[src/hdl/adc_backend_pkg.sv]
// Purpose : shared constants of the mono adc back end
// Assumes : page 0 registers, 7-bit register index
// Notes   : divider field 0 stands for 128, osr 0 for 256

package adc_backend_pkg;

  // ---------------------------------------------------------------
  // register indexes
  // ---------------------------------------------------------------
  localparam logic [6:0] ADDR_PAGE       = 7'h00;
  localparam logic [6:0] ADDR_DIV_FIRST  = 7'h12;
  localparam logic [6:0] ADDR_DIV_SECOND = 7'h13;
  localparam logic [6:0] ADDR_OSR        = 7'h14;
  localparam logic [6:0] ADDR_IFACE      = 7'h1B;
  localparam logic [6:0] ADDR_PIN_ONE    = 7'h33;
  localparam logic [6:0] ADDR_ADC_POWER  = 7'h51;
  localparam logic [6:0] ADDR_DC_CONFIG  = 7'h66;
  localparam logic [6:0] ADDR_DC_LATCH   = 7'h67;
  localparam logic [6:0] ADDR_DC_READ_HI = 7'h68;
  localparam logic [6:0] ADDR_DC_READ_MD = 7'h69;
  localparam logic [6:0] ADDR_DC_READ_LO = 7'h6A;

  // ---------------------------------------------------------------
  // field positions and codes
  // ---------------------------------------------------------------
  localparam int         DIV_POWER_BIT   = 7;
  localparam int         ADC_POWER_BIT   = 7;
  localparam int         PIN_FUNC_LSB    = 2;
  localparam int         PIN_FUNC_MSB    = 5;
  localparam logic [3:0] PIN_FUNC_MODCLK = 4'hA;
  localparam int         WL_LSB          = 4;
  localparam int         WL_MSB          = 5;
  localparam int         DC_ENABLE_BIT   = 7;
  localparam int         DC_IIR_BIT      = 5;
  localparam int         DC_LEN_MSB      = 4;
  localparam int         DC_LATCH_BIT    = 6;
  localparam int         DC_PERIODIC_BIT = 5;
  localparam logic [4:0] DC_LEN_MIN      = 5'h01;
  localparam logic [4:0] DC_LEN_MAX      = 5'h14;

  // ---------------------------------------------------------------
  // reset values and widths
  // ---------------------------------------------------------------
  localparam logic [7:0] DIV_RESET   = 8'h01;
  localparam logic [7:0] OSR_RESET   = 8'h80;
  localparam logic [7:0] REG_RESET   = 8'h00;
  localparam int         ADC_WORD_W  = 32;
  localparam int         DC_RESULT_W = 24;
  localparam int         DC_FRAC_W   = 22;

  typedef enum logic [1:0] {
    WL_16 = 2'b00,
    WL_20 = 2'b01,
    WL_24 = 2'b10,
    WL_32 = 2'b11
  } word_len_t;

  // round to nearest at the chosen length, saturating on overflow
  function automatic logic [31:0] roundWord(input logic [31:0] w,
                                            input word_len_t   wl);
    logic [31:0] half;
    logic [31:0] mask;
    logic [31:0] sum;
    half = 32'h0000_0000;
    mask = 32'hFFFF_FFFF;
    unique case (wl)
      WL_16: begin half = 32'h0000_8000; mask = 32'hFFFF_0000; end
      WL_20: begin half = 32'h0000_0800; mask = 32'hFFFF_F000; end
      WL_24: begin half = 32'h0000_0080; mask = 32'hFFFF_FF00; end
      WL_32: begin half = 32'h0000_0000; mask = 32'hFFFF_FFFF; end
    endcase
    sum = w + half;
    if (!w[31] && sum[31])
      roundWord = 32'h7FFF_FFFF & mask;
    else
      roundWord = sum & mask;
  endfunction

endpackage

[src/hdl/tick_divider.sv]
// Purpose : counts advance pulses and emits a tick every divisor
// Assumes : divisor 1 to 2^WIDTH, held stable while running
// Notes   : count is also used by the caller to shape a clock
`timescale 1ns/1ps

module tick_divider #(
  parameter int WIDTH = 8
) (
  input  wire logic             ref_clk,
  input  wire logic             rst,
  input  wire logic             clkEn,
  input  wire logic             run,
  input  wire logic             advance,
  input  wire logic [WIDTH:0]   divisor,
  output logic                  tick,
  output logic      [WIDTH-1:0] count
);

  if (WIDTH < 2 || WIDTH > 16)
  begin : g_check
    $error("tick_divider WIDTH must be 2 to 16");
  end

  logic [WIDTH-1:0] count_q;
  logic [WIDTH-1:0] count_d;
  logic [WIDTH:0]   lastCount;
  logic             atLast;

  assign lastCount = divisor - {{WIDTH{1'b0}}, 1'b1};
  assign atLast    = ({1'b0, count_q} >= lastCount);
  assign tick      = run && advance && atLast;
  assign count     = count_q;
  assign count_d   = !run    ? '0 :
                     !advance ? count_q :
                     atLast   ? '0 : count_q + 1'b1;

  always_ff @(posedge ref_clk)
  begin
    if (rst)
      count_q <= '0;
    else if (clkEn)
      count_q <= count_d;
  end

endmodule // tick_divider

[src/hdl/adc_backend.sv]
// Purpose : mono adc back end with microphone port and dc measure
// Assumes : ref_clk is the converter input clock
// Notes   : register reads answer one cycle after the strobe
`timescale 1ns/1ps

module adc_backend (
  input  wire logic                             ref_clk,
  input  wire logic                             rst,
  input  wire logic                             clkEn,
  input  wire logic                             regWrEn,
  input  wire logic                             regRdEn,
  input  wire logic [6:0]                       regAddr,
  input  wire logic [7:0]                       regWrData,
  output logic      [7:0]                       regRdData,
  input  wire logic                             micMode,
  input  wire logic                             analogModBit,
  input  wire logic                             serialDataIn,
  output logic                                  pinOneOut,
  output logic                                  pinOneOeN,
  output logic [adc_backend_pkg::ADC_WORD_W-1:0] leftWord,
  output logic [adc_backend_pkg::ADC_WORD_W-1:0] rightWord,
  output logic                                  wordValid
);
  import adc_backend_pkg::*;

  // ---------------------------------------------------------------
  // register file
  // ---------------------------------------------------------------
  logic [7:0]  page_q;
  logic [7:0]  divFirst_q;
  logic [7:0]  divSecond_q;
  logic [7:0]  osr_q;
  logic [7:0]  iface_q;
  logic [7:0]  pinOne_q;
  logic [7:0]  adcPower_q;
  logic [7:0]  dcConfig_q;
  logic [7:0]  dcLatch_q;
  logic [7:0]  regRdData_q;
  logic [DC_RESULT_W-1:0] readBack_q;
  logic [DC_RESULT_W-1:0] dcResult_q;

  wire         pageZero  = (page_q == REG_RESET);
  wire         wrPage0   = regWrEn && pageZero;
  wire         wrLatch   = wrPage0 && (regAddr == ADDR_DC_LATCH);
  wire         latchRise = wrLatch && regWrData[DC_LATCH_BIT] &&
                           !dcLatch_q[DC_LATCH_BIT];

  always_ff @(posedge ref_clk)
  begin
    if (rst)
    begin
      page_q      <= REG_RESET;
      divFirst_q  <= DIV_RESET;
      divSecond_q <= DIV_RESET;
      osr_q       <= OSR_RESET;
      iface_q     <= REG_RESET;
      pinOne_q    <= REG_RESET;
      adcPower_q  <= REG_RESET;
      dcConfig_q  <= REG_RESET;
      dcLatch_q   <= REG_RESET;
    end
    else if (clkEn && regWrEn)
    begin
      if (regAddr == ADDR_PAGE)
        page_q <= regWrData;
      else if (pageZero)
      begin
        unique case (regAddr)
          ADDR_DIV_FIRST:  divFirst_q  <= regWrData;
          ADDR_DIV_SECOND: divSecond_q <= regWrData;
          ADDR_OSR:        osr_q       <= regWrData;
          ADDR_IFACE:      iface_q     <= regWrData;
          ADDR_PIN_ONE:    pinOne_q    <= regWrData;
          ADDR_ADC_POWER:  adcPower_q  <= regWrData;
          ADDR_DC_CONFIG:  dcConfig_q  <= regWrData;
          ADDR_DC_LATCH:   dcLatch_q   <= regWrData;
          default:         ;
        endcase
      end
    end
  end

  // snapshot only on the 0 to 1 edge so bytes stay coherent
  always_ff @(posedge ref_clk)
  begin
    if (rst)
      readBack_q <= '0;
    else if (clkEn && latchRise)
      readBack_q <= dcResult_q;
  end

  logic [7:0] rdMux;
  always_comb
  begin
    rdMux = 8'h00;
    if (regAddr == ADDR_PAGE)
      rdMux = page_q;
    else if (pageZero)
    begin
      unique case (regAddr)
        ADDR_DIV_FIRST:  rdMux = divFirst_q;
        ADDR_DIV_SECOND: rdMux = divSecond_q;
        ADDR_OSR:        rdMux = osr_q;
        ADDR_IFACE:      rdMux = iface_q;
        ADDR_PIN_ONE:    rdMux = pinOne_q;
        ADDR_ADC_POWER:  rdMux = adcPower_q;
        ADDR_DC_CONFIG:  rdMux = dcConfig_q;
        ADDR_DC_LATCH:   rdMux = dcLatch_q;
        ADDR_DC_READ_HI: rdMux = readBack_q[23:16];
        ADDR_DC_READ_MD: rdMux = readBack_q[15:8];
        ADDR_DC_READ_LO: rdMux = readBack_q[7:0];
        default:         rdMux = 8'h00;
      endcase
    end
  end

  always_ff @(posedge ref_clk)
  begin
    if (rst)
      regRdData_q <= 8'h00;
    else if (clkEn && regRdEn)
      regRdData_q <= rdMux;
  end
  assign regRdData = regRdData_q;

  // ---------------------------------------------------------------
  // clock dividers
  // ---------------------------------------------------------------
  wire [8:0] firstDiv  = (divFirst_q[6:0] == 7'h00) ? 9'h080 :
                         {2'b00, divFirst_q[6:0]};
  wire [8:0] secondDiv = (divSecond_q[6:0] == 7'h00) ? 9'h080 :
                         {2'b00, divSecond_q[6:0]};
  wire [9:0] osrDiv    = (osr_q == 8'h00) ? 10'h100 : {2'b00, osr_q};
  wire       firstRun  = divFirst_q[DIV_POWER_BIT];
  wire       secondRun = firstRun && divSecond_q[DIV_POWER_BIT];

  logic       firstTick;
  logic       modTick;
  logic       sampleTick;
  logic [7:0] secondCount;

  // input clock / first / second / osr gives the sample rate
  tick_divider #(.WIDTH(8)) u_div_first (
    .ref_clk (ref_clk),
    .rst     (rst),
    .clkEn   (clkEn),
    .run     (firstRun),
    .advance (1'b1),
    .divisor (firstDiv),
    .tick    (firstTick),
    .count   ()
  );

  tick_divider #(.WIDTH(8)) u_div_second (
    .ref_clk (ref_clk),
    .rst     (rst),
    .clkEn   (clkEn),
    .run     (secondRun),
    .advance (firstTick),
    .divisor (secondDiv),
    .tick    (modTick),
    .count   (secondCount)
  );

  tick_divider #(.WIDTH(9)) u_div_osr (
    .ref_clk (ref_clk),
    .rst     (rst),
    .clkEn   (clkEn),
    .run     (secondRun),
    .advance (modTick),
    .divisor (osrDiv),
    .tick    (sampleTick),
    .count   ()
  );

  // modulator clock: high in the first half of the second divider
  wire [8:0] halfSecond = (secondDiv + 9'h001) >> 1;
  wire       modClkLvl  = secondRun && ({1'b0, secondCount} < halfSecond);

  // ---------------------------------------------------------------
  // general pin one and microphone input
  // ---------------------------------------------------------------
  wire  pinModClk = (pinOne_q[PIN_FUNC_MSB:PIN_FUNC_LSB] == PIN_FUNC_MODCLK);
  logic pinOneOut_q;
  logic pinOneOeN_q;
  logic dinMeta_q;
  logic dinSync_q;
  logic modBit_q;

  always_ff @(posedge ref_clk)
  begin
    if (rst)
    begin
      pinOneOut_q <= 1'b0;
      pinOneOeN_q <= 1'b1;
      dinMeta_q   <= 1'b0;
      dinSync_q   <= 1'b0;
      modBit_q    <= 1'b0;
    end
    else if (clkEn)
    begin
      pinOneOut_q <= pinModClk && modClkLvl;
      pinOneOeN_q <= !pinModClk;
      dinMeta_q   <= serialDataIn;
      dinSync_q   <= dinMeta_q;
      // latch the steady bit as the modulator clock rises
      if (modTick)
        modBit_q <= micMode ? dinSync_q : analogModBit;
    end
  end
  assign pinOneOut = pinOneOut_q;
  assign pinOneOeN = pinOneOeN_q;

  // one delayed tick so the freshly latched bit is used
  logic modTickD_q;
  logic sampleTickD_q;
  always_ff @(posedge ref_clk)
  begin
    if (rst)
    begin
      modTickD_q    <= 1'b0;
      sampleTickD_q <= 1'b0;
    end
    else if (clkEn)
    begin
      modTickD_q    <= modTick;
      sampleTickD_q <= sampleTick;
    end
  end

  // ---------------------------------------------------------------
  // decimation and serial port words
  // ---------------------------------------------------------------
  logic signed [9:0] decAcc_q;
  logic [31:0]       leftWord_q;
  logic [31:0]       rightWord_q;
  logic              wordValid_q;

  wire signed [9:0] bitStep   = modBit_q ? 10'sh001 : -10'sh001;
  wire signed [9:0] decSum    = decAcc_q + bitStep;
  wire [31:0]       rawWord   = {decSum, {DC_FRAC_W{1'b0}}};
  wire [31:0]       slotWord  =
    roundWord(rawWord, word_len_t'(iface_q[WL_MSB:WL_LSB]));
  wire              audioOn   = adcPower_q[ADC_POWER_BIT] &&
                                !dcConfig_q[DC_ENABLE_BIT];

  always_ff @(posedge ref_clk)
  begin
    if (rst)
      decAcc_q <= '0;
    else if (clkEn && modTickD_q)
      decAcc_q <= sampleTickD_q ? 10'sh000 : decSum;
  end

  always_ff @(posedge ref_clk)
  begin
    if (rst)
    begin
      leftWord_q  <= '0;
      rightWord_q <= '0;
      wordValid_q <= 1'b0;
    end
    else if (clkEn)
    begin
      wordValid_q <= sampleTickD_q && audioOn;
      if (sampleTickD_q && audioOn)
      begin
        leftWord_q  <= slotWord;
        rightWord_q <= slotWord;
      end
    end
  end
  assign leftWord  = leftWord_q;
  assign rightWord = rightWord_q;
  assign wordValid = wordValid_q;

  // ---------------------------------------------------------------
  // dc measurement
  // ---------------------------------------------------------------
  logic signed [21:0] avgAcc_q;
  logic [20:0]        avgCnt_q;
  logic signed [31:0] iirY_q;
  logic [31:0]        periodCnt_q;

  wire        dcOn      = dcConfig_q[DC_ENABLE_BIT];
  wire        useIir    = dcConfig_q[DC_IIR_BIT];
  wire [4:0]  lenRaw    = dcConfig_q[DC_LEN_MSB:0];
  wire [4:0]  dcLen     = (lenRaw < DC_LEN_MIN) ? DC_LEN_MIN :
                          (lenRaw > DC_LEN_MAX) ? DC_LEN_MAX : lenRaw;
  wire        periodic  = dcLatch_q[DC_PERIODIC_BIT];
  wire [4:0]  resetExp  = dcLatch_q[DC_LEN_MSB:0];
  wire [31:0] periodEnd = (32'h0000_0001 << resetExp) - 32'h0000_0001;
  wire [20:0] avgEnd    = 21'((22'h00_0001 << dcLen) - 22'h00_0001);
  // compare at or above so a lowered exponent does not let it run away
  wire        periodHit = periodic && (periodCnt_q >= periodEnd);

  wire signed [21:0] avgSum  = avgAcc_q + 22'(bitStep);
  wire signed [31:0] avgWide = 32'(avgSum) <<< (5'd22 - dcLen);
  wire signed [31:0] unitX   = modBit_q ? 32'sh0040_0000 :
                                          -32'sh0040_0000;
  wire signed [31:0] iirNext = iirY_q + ((unitX - iirY_q) >>> dcLen);
  wire               avgDone = (avgCnt_q == avgEnd);

  always_ff @(posedge ref_clk)
  begin
    if (rst)
    begin
      avgAcc_q    <= '0;
      avgCnt_q    <= '0;
      iirY_q      <= '0;
      periodCnt_q <= '0;
      dcResult_q  <= '0;
    end
    else if (clkEn && !dcOn)
    begin
      avgAcc_q    <= '0;
      avgCnt_q    <= '0;
      iirY_q      <= '0;
      periodCnt_q <= '0;
    end
    else if (clkEn && modTickD_q)
    begin
      periodCnt_q <= periodHit ? 32'h0000_0000 : periodCnt_q + 1'b1;
      if (useIir)
      begin
        iirY_q     <= iirNext;
        dcResult_q <= iirNext[DC_RESULT_W-1:0];
      end
      else if (periodHit)
      begin
        avgAcc_q <= '0;
        avgCnt_q <= '0;
      end
      else if (avgDone)
      begin
        avgAcc_q   <= '0;
        avgCnt_q   <= '0;
        dcResult_q <= avgWide[DC_RESULT_W-1:0];
      end
      else
      begin
        avgAcc_q <= avgSum;
        avgCnt_q <= avgCnt_q + 1'b1;
      end
    end
  end

endmodule // adc_backend

[config.mk]
export PLATFORM = sky130hd
export DESIGN_NAME = adc_backend
export DESIGN_NICKNAME = d
export VERILOG_FILES = /design/src/hdl/adc_backend_pkg.sv /design/src/hdl/tick_divider.sv /design/src/hdl/adc_backend.sv
export SDC_FILE = /design/constraint.sdc
export NUM_CORES = 1
export LEC_CHECK = 0
export ABC_AREA = 1
export BUFFER_PORTS_ARGS = -buffer_cell sky130_fd_sc_hd__buf_2
export CAP_MARGIN = 15
export CORE_UTILIZATION = 45
export CTS_CLUSTER_SIZE = 28
export DETAILED_ROUTE_END_ITERATION = 8
export PLACE_DENSITY_LB_ADDON = 0.1
export SLEW_MARGIN = 25
export SYNTH_ARGS = -nofsm -noshare
export SYNTH_HDL_FRONTEND = slang
export SYNTH_HIERARCHICAL = 1
export SYNTH_SLANG_ARGS = --single-unit
[constraint.sdc]
create_clock -name ref_clk -period 9.4 [get_ports ref_clk]
set_clock_uncertainty 0.2 [all_clocks]
set_input_delay 0.47 -clock ref_clk [delete_from_list [all_inputs] [get_ports ref_clk]]
set_output_delay 0.47 -clock ref_clk [all_outputs]
set_load 0.05 [all_outputs]
# [Word-level counts from Yosys, hierarchy flattened]
# Cells that the tools add are included.
[word_totals] reg_bits=310 output_inout_bits=75
[op_classes] n_addsub=17 n_lt_le_gt_ge=7 n_eq_ne=19 n_shift=4 mux=31 bitwise_logic=4 reduce_logical=49
[op_table] operator="$pmux W32 S4" n=2
[op_table] operator="$mux W32" n=3
[op_table] operator="$pmux W8 S11" n=1
[op_table] operator="$mux W24" n=3
[op_table] operator="$mux W8" n=9
[op_table] operator="$add A32 B32 Y32" n=2
[op_table] operator="$mux W22" n=2
[op_table] operator="$eq A7 B7 Y1 const B" n=6
[op_table] operator="$mux W21" n=2
[op_table] operator="$mux W9" n=4
[op_table] operator="$reduce_and A4 Y1" n=9
[op_table] operator="$add A32 B1 Y32 const B" n=1
[op_table] operator="$and A32 B32 Y32" n=1
[op_table] operator="$ge A32 B32 Y1" n=1
[op_table] operator="$shl A1 B5 Y32 const A" n=1
[op_table] operator="$sshr A32 B5 Y32" n=1
[op_table] operator="$sub A32 B1 Y32 const B" n=1
[op_table] operator="$sub A32 B32 Y32" n=1
[op_table] operator="$eq A7 B5 Y1 const B" n=4
[op_table] operator="$sshl A22 B5 Y24" n=1
[op_table] operator="$add A22 B10 Y22" n=1
[op_table] operator="$add A21 B1 Y21 const B" n=1
[op_table] operator="$eq A21 B21 Y1" n=1
[op_table] operator="$logic_and A1 B1 Y1" n=21
[op_table] operator="other kinds (31)" n=52

# [Logic depth before layout (Yosys ltp)]
# Gate-level depths: netlist (run 1).
[logic_depth] ltp_word=9 mapped_depth=38 ltp_nobuf=38

# [Hierarchy]
# The synthesis (run 1) kept the hierarchy.
[by_module_without_submodules] module="adc_backend" instances=1 cells_each=3445 area_per_inst_um2=21339.2 seq_area_each_um2=5305.1
[by_module_without_submodules] module="tick_divider at u_div_osr" instances=1 cells_each=145 area_per_inst_um2=972.2 seq_area_each_um2=180.2
[by_module_without_submodules] module="tick_divider at u_div_second" instances=1 cells_each=119 area_per_inst_um2=789.5 seq_area_each_um2=160.2
[by_module_without_submodules] module="tick_divider at u_div_first" instances=1 cells_each=116 area_per_inst_um2=763.2 seq_area_each_um2=160.2

# [Least setup slack after synthesis (run 1)]
# No wires, ideal clock.
[synth_timing] path_kind="register to register" startpoint="reg modBit_q" endpoint="reg iirY_q[29]" setup_time_ns=0.109 t_arrival_ns=4.606 required_time_ns=9.091 setup_slack_ns=4.485 path_stages_with_launch=30 synth_period_minus_slack_ns=4.915 path_cell_list="dfxtp_1 -> inv_1 -> ha_1 -> nand2_1 -> nor3_1 -> nand2_1 -> nor3_1 -> nor2_1 -> nand2_1 -> nand2_1 -> inv_1 -> nand2_1 -> nand3_1 -> nand3_1 -> o21ai_0 -> nand2_1 -> nand2_1 -> inv_1 -> ha_1 -> a21oi_1 -> a21boi_0 -> o21bai_1 -> a21oi_1 -> o21ai_0 -> nand2_1 -> nor2_1 -> o21ai_0 -> nand3_1 -> nand2_1 -> inv_1"
[synth_via] elab_chain_len=4
[synth_lines] item="start, declared" line_no="adc_backend.sv:188" text="logic modBit_q;"
[synth_lines] item="start signal, assigned" line_no="adc_backend.sv:208" text="modBit_q <= micMode ? dinSync_q : analogModBit;"
[synth_lines] item="$mux W32" line_no="adc_backend.sv:299" text="wire signed [31:0] unitX = modBit_q ? 32'sh0040_0000 :"
[synth_lines] item="$sub A32 B32 Y32" line_no="adc_backend.sv:301" text="wire signed [31:0] iirNext = iirY_q + ((unitX - iirY_q) >>> dcLen);"
[synth_lines] item="$sshr A32 B5 Y32" line_no="adc_backend.sv:301"
[synth_lines] item="$add A32 B32 Y32" line_no="adc_backend.sv:301"
[synth_lines] item="end signal, assigned" line_no="adc_backend.sv:326" text="iirY_q <= iirNext;"
[synth_lines] item="end, declared" line_no="adc_backend.sv:282" text="logic signed [31:0] iirY_q;"
# No other way between the ends.
# A chain may end at the register's enable or synchronous reset.

# [Final worst setup path (run 1)]
[layout_timing] startpoint="reg dcConfig_q[3]" endpoint="reg dcResult_q[14]"
[layout_via] elab_chain_len=8 elab_cells_between_ends=16
[layout_lines] item="start, declared" line_no="adc_backend.sv:36" text="logic [7:0] dcConfig_q;"
[layout_lines] item="start signal, assigned" line_no="adc_backend.sv:75" text="ADDR_DC_CONFIG: dcConfig_q <= regWrData;"
[layout_lines] item="$gt A5 B5 Y1" line_no="adc_backend.sv:289" text="(lenRaw > DC_LEN_MAX) ? DC_LEN_MAX : lenRaw;"
[layout_lines] item="$mux W5" line_no="adc_backend.sv:289"
[layout_lines] item="$mux W5 (*)" line_no="adc_backend.sv:288" text="wire [4:0] dcLen = (lenRaw < DC_LEN_MIN) ? DC_LEN_MIN :"
[layout_lines] item="$shl A1 B5 Y21 / $sub A5 B5 Y5 (equally long branches)" line_no="adc_backend.sv:293, adc_backend.sv:298"
[layout_lines] item="$sub A21 B1 Y21 / $sshl A22 B5 Y24 (equally long branches)" line_no="adc_backend.sv:293, adc_backend.sv:298"
[layout_lines] item="$eq A21 B21 Y1 / $mux W24 (equally long branches)" line_no="adc_backend.sv:302, adc_backend.sv:334"
[layout_lines] item="$reduce_bool A2 Y1 (no line) / $mux W24 (equally long branches)"
[layout_lines] item="$reduce_and A4 Y1 (no line) / $mux W24 (equally long branches)"
[layout_lines] item="end signal, assigned" line_no="adc_backend.sv:327" text="dcResult_q <= iirNext[DC_RESULT_W-1:0];"
[layout_lines] item="end signal, assigned" line_no="adc_backend.sv:338" text="dcResult_q <= avgWide[DC_RESULT_W-1:0];"
[layout_lines] item="end, declared" line_no="adc_backend.sv:40" text="logic [DC_RESULT_W-1:0] dcResult_q;"
# Every way passes the cells marked *; elsewhere a longest branch is shown, timed or not. The select of a mux whose other input is x is not followed.

==> results.md, run 1 <==
- Clk sinks: 290
- Setup violators final: 0
- Peak supply drop: 184.1 uV
- Prevailing post-synth register cell: dfxtp_1
- Cell taking the most area after synthesis: dfxtp_1
- Largest net degree at the start of global routing: 94
- Post-synth ARST share: 0%
- CP max FO: 46
- Startpoint types: flop
- CTS tree: built
- Top post-synthesis cells by area: dfxtp_1, nand2_1, nand3_1
- CTS buffer count: 37
- Max Clk Rate: 156.1 MHz
- Worst relative slew slack: 29.54%
- Final WL: 74.24 mm
- WL/cell: 16.48 um
- Max Slew Vio Count: 0
- Placed cell count: 4434
- Syn. warnings: 6
- Outcome: finished clean
- Worst Path Arrival: 6.65 ns
- Mapped Area: 23860 um^2
- Final Cycle Share: 68.14%
- CTS Buffer Depth: 3
- Root Driver: clkbuf_16
- Worst EP required: 9.65 ns
- Core Footprint: 52450 um^2
- Area after DPL: 24370 um^2
- Drt drc: 0
- Synth Instances: 3825
- Area Overhead vs Synth: 7.429%
- Final hold vios: 0
- Crit-path most repeated cell: nand2_1
- Layout Cells excl Fill: 4504
- WS Path Type: reg -> reg
- TNS Setup: 0 ns
- Worst skew pair latency: 0.58 ns
- Period minus WS final: 6.405 ns
- ANT nets after route: 0
- HPWL Detailed: 56.40 mm
- Pwr Density: 109.6 nW/um^2
- PostCTS Resize Cnt: 0
- Diode count: 0
- Pre-antenna DRT Iters: 5
- Slowest-stage cell, CP: dfxtp_1
- Fin area: 25640 um^2
- Max H-tree Level: 2
- DRT iter0 DRCs: 1711
- Via count: 24170
- Layout net count: 3959
- R2R setup slack: 3.00 ns
- Post-synth cell types: 63
- Total gr overflow: 0
- Vias per cell: 5.366
- CP peak stage delay: 0.69 ns
- HP Class: in -> reg
- Die Width: 232.3 um
- Slew @ Worst Pin: 1.057 ns
- Share of cells above drive strength 1: 6.184%
- Area of the die: 53960 um^2
- Initial antenna violation count: 0
- Area fraction of the dominant cell type after synthesis: 24.33%
- Placer's final routability congestion estimate: 0.9306
- Chip Height: 232.3 um
- RSZ-0062 raised after global routing: false
- Post-synth EDFFs: 0
- Max Cap Viol: 0
- Mean Syn Cell Area: 6.239 um^2
- R2R depth: 26
- FP Rows: 84
- Number of global-route vias before repair: 22010
- Number of synthesized register bits: 290
- First-pass GRT wire length: 118.7 mm
- Top-Level Pins: 98
- Port Buffers: 57
- Leak: 11.89 nW
- Hold Path Depth: 5
- Starting density of the core: 45.50%
- Worst-path clk slew: 0.05 ns
- Crit. End Element: flop
- Register area share after synthesis: 24.33%
- Gr usage total: 27.40%
-- layout by cell type (no fill, tap or decap), types with 9 or more instances in the layout --
cell,count
clkinv_1,18
xor2_1,106
nand3_1,385
clkbuf_16,37
or2_2,16
nor2_4,9
a211oi_1,29
inv_2,16
xnor2_1,47
o211ai_1,26
o22ai_1,18
nor4_1,19
nand2_1,820
buf_2,57
inv_1,460
ha_1,144
a221oi_1,16
conb_1,50
nor2_2,12
dfxtp_1,290
o21ai_0,232
nor2_1,349
buf_4,22
clkinv_2,9
nor3_1,48
a21oi_1,326
a21oi_2,9
nand4_1,110
nand2_2,19
-- routing by layer --
metal / track usage, % / vias to the layer above / share of wire (%)
li1: - / 12510 / -
met1: 39.13 / 10950 / 49
met2: 41.27 / 608 / 42
met3: 5.685 / 96 / 7.1
met4: 7.319 / 0 / 2.2
met5: 0 / - / 0
-- sequential cells by signal, indices dropped and copies added (netlist names), 9 cells and up --
register	flops
decAcc_q	10
rightWord	12
u_div_osr/count	9
readBack_q	24
iirY_q	32
avgAcc_q	22
avgCnt_q	21
periodCnt_q	32
dcResult_q	24
-- repair_timing --
item	in CTS	in global routing
buffers inserted	0	0
hold buffers	4	0
hold endpoints to repair	5	0
-- critical path: cells and delay by family (launching register included) --
kind | cells | cell delay (ns)
XOR/XNOR | 1 | 0.18
AO/OA/AOI/OAI | 6 | 1.84
flip-flops | 1 | 0.69
AND/OR/NAND/NOR | 15 | 1.97
buffers and inverters | 3 | 0.97
adder cells (fa/ha/maj) | 1 | 0.40
-- final cells by class --
cell class / count / area [um^2]
tap: 688 / 860.8
clock buffer: 49 / 1021
clock inverter: 17 / 196.4
inverter: 496 / 1866
multi-input combinational: 2881 / 15400
sequential: 290 / 5806
timing repair buffer: 83 / 490.5
fill: 5644 / 26810
-- per-stage QoR --
step / total power, mW / util, % / hold WS, ns / worst slack [ns]
2_1_floorplan: 1.382 / - / 0.2272 / 4.485
3_3_place_gp: 1.409 / 46.45 / 0.2432 / 3.128
3_5_place_dp: 1.409 / 46.47 / 0.2520 / 3.201
4_1_cts: 2.842 / 48.86 / 0.03919 / 3.155
5_1_grt: 2.910 / 48.88 / 0.07503 / 2.450
6_report: 2.810 / 48.88 / 0.05415 / 2.995
-- worst paths after layout --
check,from,end
setup / recovery,dcConfig_q[3]$_SDFFE_PP0P_,dcResult_q[14]$_SDFFE_PP0P_
hold / removal,analogModBit,modBit_q$_SDFFE_PP0P_
setup reg to reg,dcConfig_q[3]$_SDFFE_PP0P_,dcResult_q[14]$_SDFFE_PP0P_
hold reg to reg,rightWord[7]$_SDFFE_PP0P_,rightWord[7]$_SDFFE_PP0P_
-- synth_stat cells (3+ instances only) --
library cell and number:
o211ai_1 26, inv_1 461, a21oi_2 9, nor2_4 7, nand2_1 820, nor2_2 9
o221ai_1 3, buf_1 22, xor2_1 106, inv_2 14, nor3b_1 6, nand4_1 110
xnor2_1 47, buf_4 53, o31ai_1 8, ha_1 144, a21oi_1 326, nor3_1 49
dfxtp_1 290, a221oi_1 16, a31oi_1 8, nor4_1 19, nand2_2 19, a21boi_0 5
clkbuf_1 106, nand3_2 4, o21ai_1 7, a21o_1 4, o21ai_0 233, a211oi_1 29
o22ai_1 18, o21bai_1 8, nor2_1 354, nand3_1 386, clkinv_1 20, fa_1 3
or2_2 16, buf_2 23, o21a_1 3, nand3b_1 3
-- logic make-up after synthesis --
| kind of cell | after synthesis | synth area share [%] |
|---|---|---|
| other | 2 | 0.03147 |
| adder cells (fa/ha/maj) | 147 | 7.802 |
| AO/OA/AOI/OAI | 712 | 16.54 |
| flip-flops | 290 | 24.33 |
| XOR/XNOR | 154 | 5.710 |
| buffers and inverters | 702 | 12.04 |
| multiplexers | 2 | 0.08389 |
| AND/OR/NAND/NOR | 1816 | 33.46 |
-- report_power, final --
| part | leakage, nW | switching, mW | internal (mW) |
|---|---|---|---|
| Sequential | 2.34 | 0.00299 | 1.23 |
| Clock | 0.588 | 0.595 | 0.830 |
| Combinational | 8.96 | 0.121 | 0.0272 |
| Total | 11.9 | 0.719 | 2.09 |
Note: power is estimated with default switching activity, not from simulation.
==> inputs of run 2 (changes only) <==
--- a/config.mk
+++ b/config.mk
@@ -5,7 +5,7 @@
 export SDC_FILE = /design/constraint.sdc
 export NUM_CORES = 1
 export LEC_CHECK = 0
-export ABC_AREA = 1
+export ABC_AREA = 0
 export BUFFER_PORTS_ARGS = -buffer_cell sky130_fd_sc_hd__buf_2
 export CAP_MARGIN = 15
 export CORE_UTILIZATION = 45
==> constraint.sdc (replaced) <==
create_clock -name ref_clk -period 5.36 [get_ports ref_clk]
set_clock_uncertainty 0.2 [all_clocks]
set_input_delay 0.268 -clock ref_clk [delete_from_list [all_inputs] [get_ports ref_clk]]
set_output_delay 0.268 -clock ref_clk [all_outputs]
set_load 0.05 [all_outputs]
==> run 2 against run 1 <==
Net effect:
- the flow now finishes with violations (negative setup slack)
- combinational power grew 51%
- synthesized area is 1.7% lower
- power grew 85%
- first-iteration DRC count is 26% higher
- critical path depth shrank 3
- maximum frequency up 18%
- sequential power is 74% higher
- non-clock buffer count is 200 higher
- setup slack got worse by 3.1 ns
- critical endpoint is now iirY_q[31]$_SDFFE_PP0P_
- largest power group unchanged
==> results.md, run 2 <==
- Outcome: complete, but fails checks
- Failing checks: negative setup slack
- Area Overhead vs Synth: 15.48%
- Root Driver: clkbuf_16
- Final setup margin: -0.06691 ns
- Layout net count: 3394
- Leak: 10.78 nW
- Initial antenna violation count: 0
- Crit. End Element: flop
- Area of the die: 53020 um^2
- Peak supply drop: 192.1 uV
- Via count: 23420
- Max Clk Rate: 184.3 MHz
- FILL cells: 5014
- Max Cap Viol: 0
- Gr usage total: 28.88%
- Prevailing post-synth register cell: dfxtp_1
- GR peak layer: met2
- Clk sinks: 290
- Max Slew Vio Count: 0
- Register area share after synthesis: 24.76%
- Max H-tree Level: 2
- GRT met3 Usage: 3.447%
- Worst-path clk slew: 0.05 ns
- Cell with the most instances after synthesis: nor2_1
- Met1 global-route usage: 39.24%
- Number of synthesized register bits: 290
- Number of global-route vias before repair: 22350
- Core Footprint: 51410 um^2
- Post-synth cell types: 110
- Pwr Density: 192.4 nW/um^2
- Final Cycle Share: 101.2%
- Final WL: 78.49 mm
- Mean Syn Cell Area: 7.472 um^2
- DRT iter0 DRCs: 2152
- HPWL Detailed: 58.85 mm
- Worst skew pair latency: 0.58 ns
- Total gr overflow: 0
- Startpoint types: flop
- WL/cell: 19.96 um
- Cell taking the most area after synthesis: dfxtp_1
- Commonest cells post-synth: nor2_1, nand2_1, dfxtp_1, a21oi_1, clkbuf_1
- Largest net degree at the start of global routing: 73
- FP Rows: 83
- HP Class: in -> reg
- Area after DPL: 25050 um^2
- ANT nets after route: 0
- Worst EP required: 5.65 ns
- Top post-synthesis cells by area: dfxtp_1, ha_1, nor2_1
- CTS Buffer Depth: 3
- Drt drc: 0
- Pre-antenna DRT Iters: 6
- Area fraction of the dominant cell type after synthesis: 24.76%
- Post-synth EDFFs: 0
- CTS buffer count: 38
- Period minus WS final: 5.427 ns
- Regs by FF count: iirY_q: 32 flops, periodCnt_q: 32 flops
- First-pass GRT wire length: 123.4 mm
- Most common cell after layout, fill and taps aside: nor2_1
- Met2 usage in global routing: 47.65%
- Slew @ Worst Pin: 1.076 ns
- Final Power: 5.210 mW
- Chip Height: 230.3 um
- WS Path Type: reg -> reg
- CP max FO: 7
- Setup violators final: 4
- Vias per cell: 5.956
- Share of cells above drive strength 1: 15.59%
- Post-synth ARST share: 0%
- Syn. warnings: 6
- Final hold vios: 0
- CTS tree: built
- Placer's final routability congestion estimate: 0.9109
- Worst Path Arrival: 5.72 ns
- Port Buffers: 57
- Synth Instances: 3138
- Top-Level Pins: 98
- Worst relative slew slack: 28.09%
- Die Width: 230.3 um
- Final core occ: 52.67%
- RSZ-0062 raised after global routing: true
- Most frequent cells in the layout: nor2_1, nand2_1, dfxtp_1
- Fin area: 27080 um^2
- Starting density of the core: 45.61%
- Mapped Area: 23450 um^2
[run 2: cell types whose count changed after synthesis, sizes merged, moves of 43 or more]
cell,delta
a21o,+52
clkbuf,+64
mux2i,+110
and3,+43
nand4,-73
inv,-396
a21oi,-64
o21ai,-75
nand3,-284
nand2,-515
[run 2: power breakdown]
group          switching (mW)  internal [mW]  leakage (nW)
clock network            1.05           1.77         0.673
logic                   0.181         0.0427          7.77
registers             0.00328           2.16          2.34
[run 2: worst max-delay path: stages, from the launching register on]
cell	delay, ns
dfxtp_2	0.35
clkinvlp_4	0.20
ha_4	0.30
nor2b_4	0.12
o21a_1	0.17
o21a_4	0.24
o31a_1	0.32
o32ai_2	0.26
mux2i_1	0.15
mux2_4	0.30
mux2_2	0.29
nand2_1	0.08
o221ai_1	0.12
ha_2	0.37
o21ai_1	0.10
a21oi_1	0.16
o211ai_1	0.15
o21ai_2	0.28
nand3_1	0.13
a221oi_2	0.33
a21oi_1	0.13
xnor2_1	0.15
or3_1	0.32
a21oi_1	0.12
[run 2: repair_timing]
| action | 4_1_cts | 5_1_grt |
|---|---|---|
| gates resized for setup | 10 | 76 |
| pin swaps | 11 | 43 |
| cloned | 0 | 0 |
| hold endpoints to repair | 87 | 0 |
| endpoints found under the setup margin | 18 | 48 |
| buffers inserted | 1 | 13 |
| hold buffers | 10 | 0 |
[run 2: area by class of cell]
class                   count  area (um^2)  area share, %
clock inverters            14        271.5          1.003
repair buffers            283         2053          7.583
clock buffers              54         1102          4.071
inverters                  81        309.0          1.141
flip-flops and latches    290         5808          21.45
multi-input cells        2530        16680          61.60
diodes                      1        2.502       0.009242
well taps                 680        850.8          3.142
[run 2: per-stage QoR]
step | std cells | TNS (ns) | worst slack [ns] | hold slack [ns]
after floorplan | 3185 | -3.800 | -0.3795 | 0.1404
after global placement | 3840 | -0.3921 | -0.1255 | 0.2405
after detailed placement | 3840 | -0.9432 | -0.1570 | 0.2476
after CTS | 3919 | 0 | 0.001084 | 0.02816
after global routing | 3932 | -4.003 | -0.3054 | 0.08835
final | 3933 | -0.09496 | -0.06691 | 0.04534
[run 2: kinds of logic (layout without fill, tap and decap cells)]
family | after synthesis | count (layout) | share of synthesized area, %
buffers and inverters | 365 | 432 | 7.273
XOR/XNOR | 143 | 143 | 5.459
AO/OA/AOI/OAI | 880 | 880 | 24.85
adder cells (fa/ha/maj) | 147 | 147 | 7.940
multiplexers | 124 | 124 | 5.390
AND/OR/NAND/NOR | 1187 | 1187 | 24.30
flip-flops | 290 | 290 | 24.76
other | 2 | 50 | 0.03203
[run 2: final timing paths]
check | start | endpoint | slack, ns | cells past startpoint
worst min register to register | dcResult_q[13]$_SDFFE_PP0P_ | readBack_q[13]$_SDFFE_PP0P_ | 0.25 | 2
worst max register to register | modBit_q$_SDFFE_PP0P_ | iirY_q[31]$_SDFFE_PP0P_ | -0.07 | 23
worst min-delay path | regAddr[6] | regRdData[7]$_SDFFE_PP0P_ | 0.05 | 4
worst max-delay path | modBit_q$_SDFFE_PP0P_ | iirY_q[31]$_SDFFE_PP0P_ | -0.07 | 23
[run 2: per-layer routing]
layer / share of wire [%] / routed length, um / vias to the layer above
li1: - / - / 11460
met1: 46 / 36380 / 11130
met2: 46 / 36070 / 702
met3: 5.0 / 3901 / 135
met4: 2.7 / 2140 / 0
met5: 0 / 0 / -
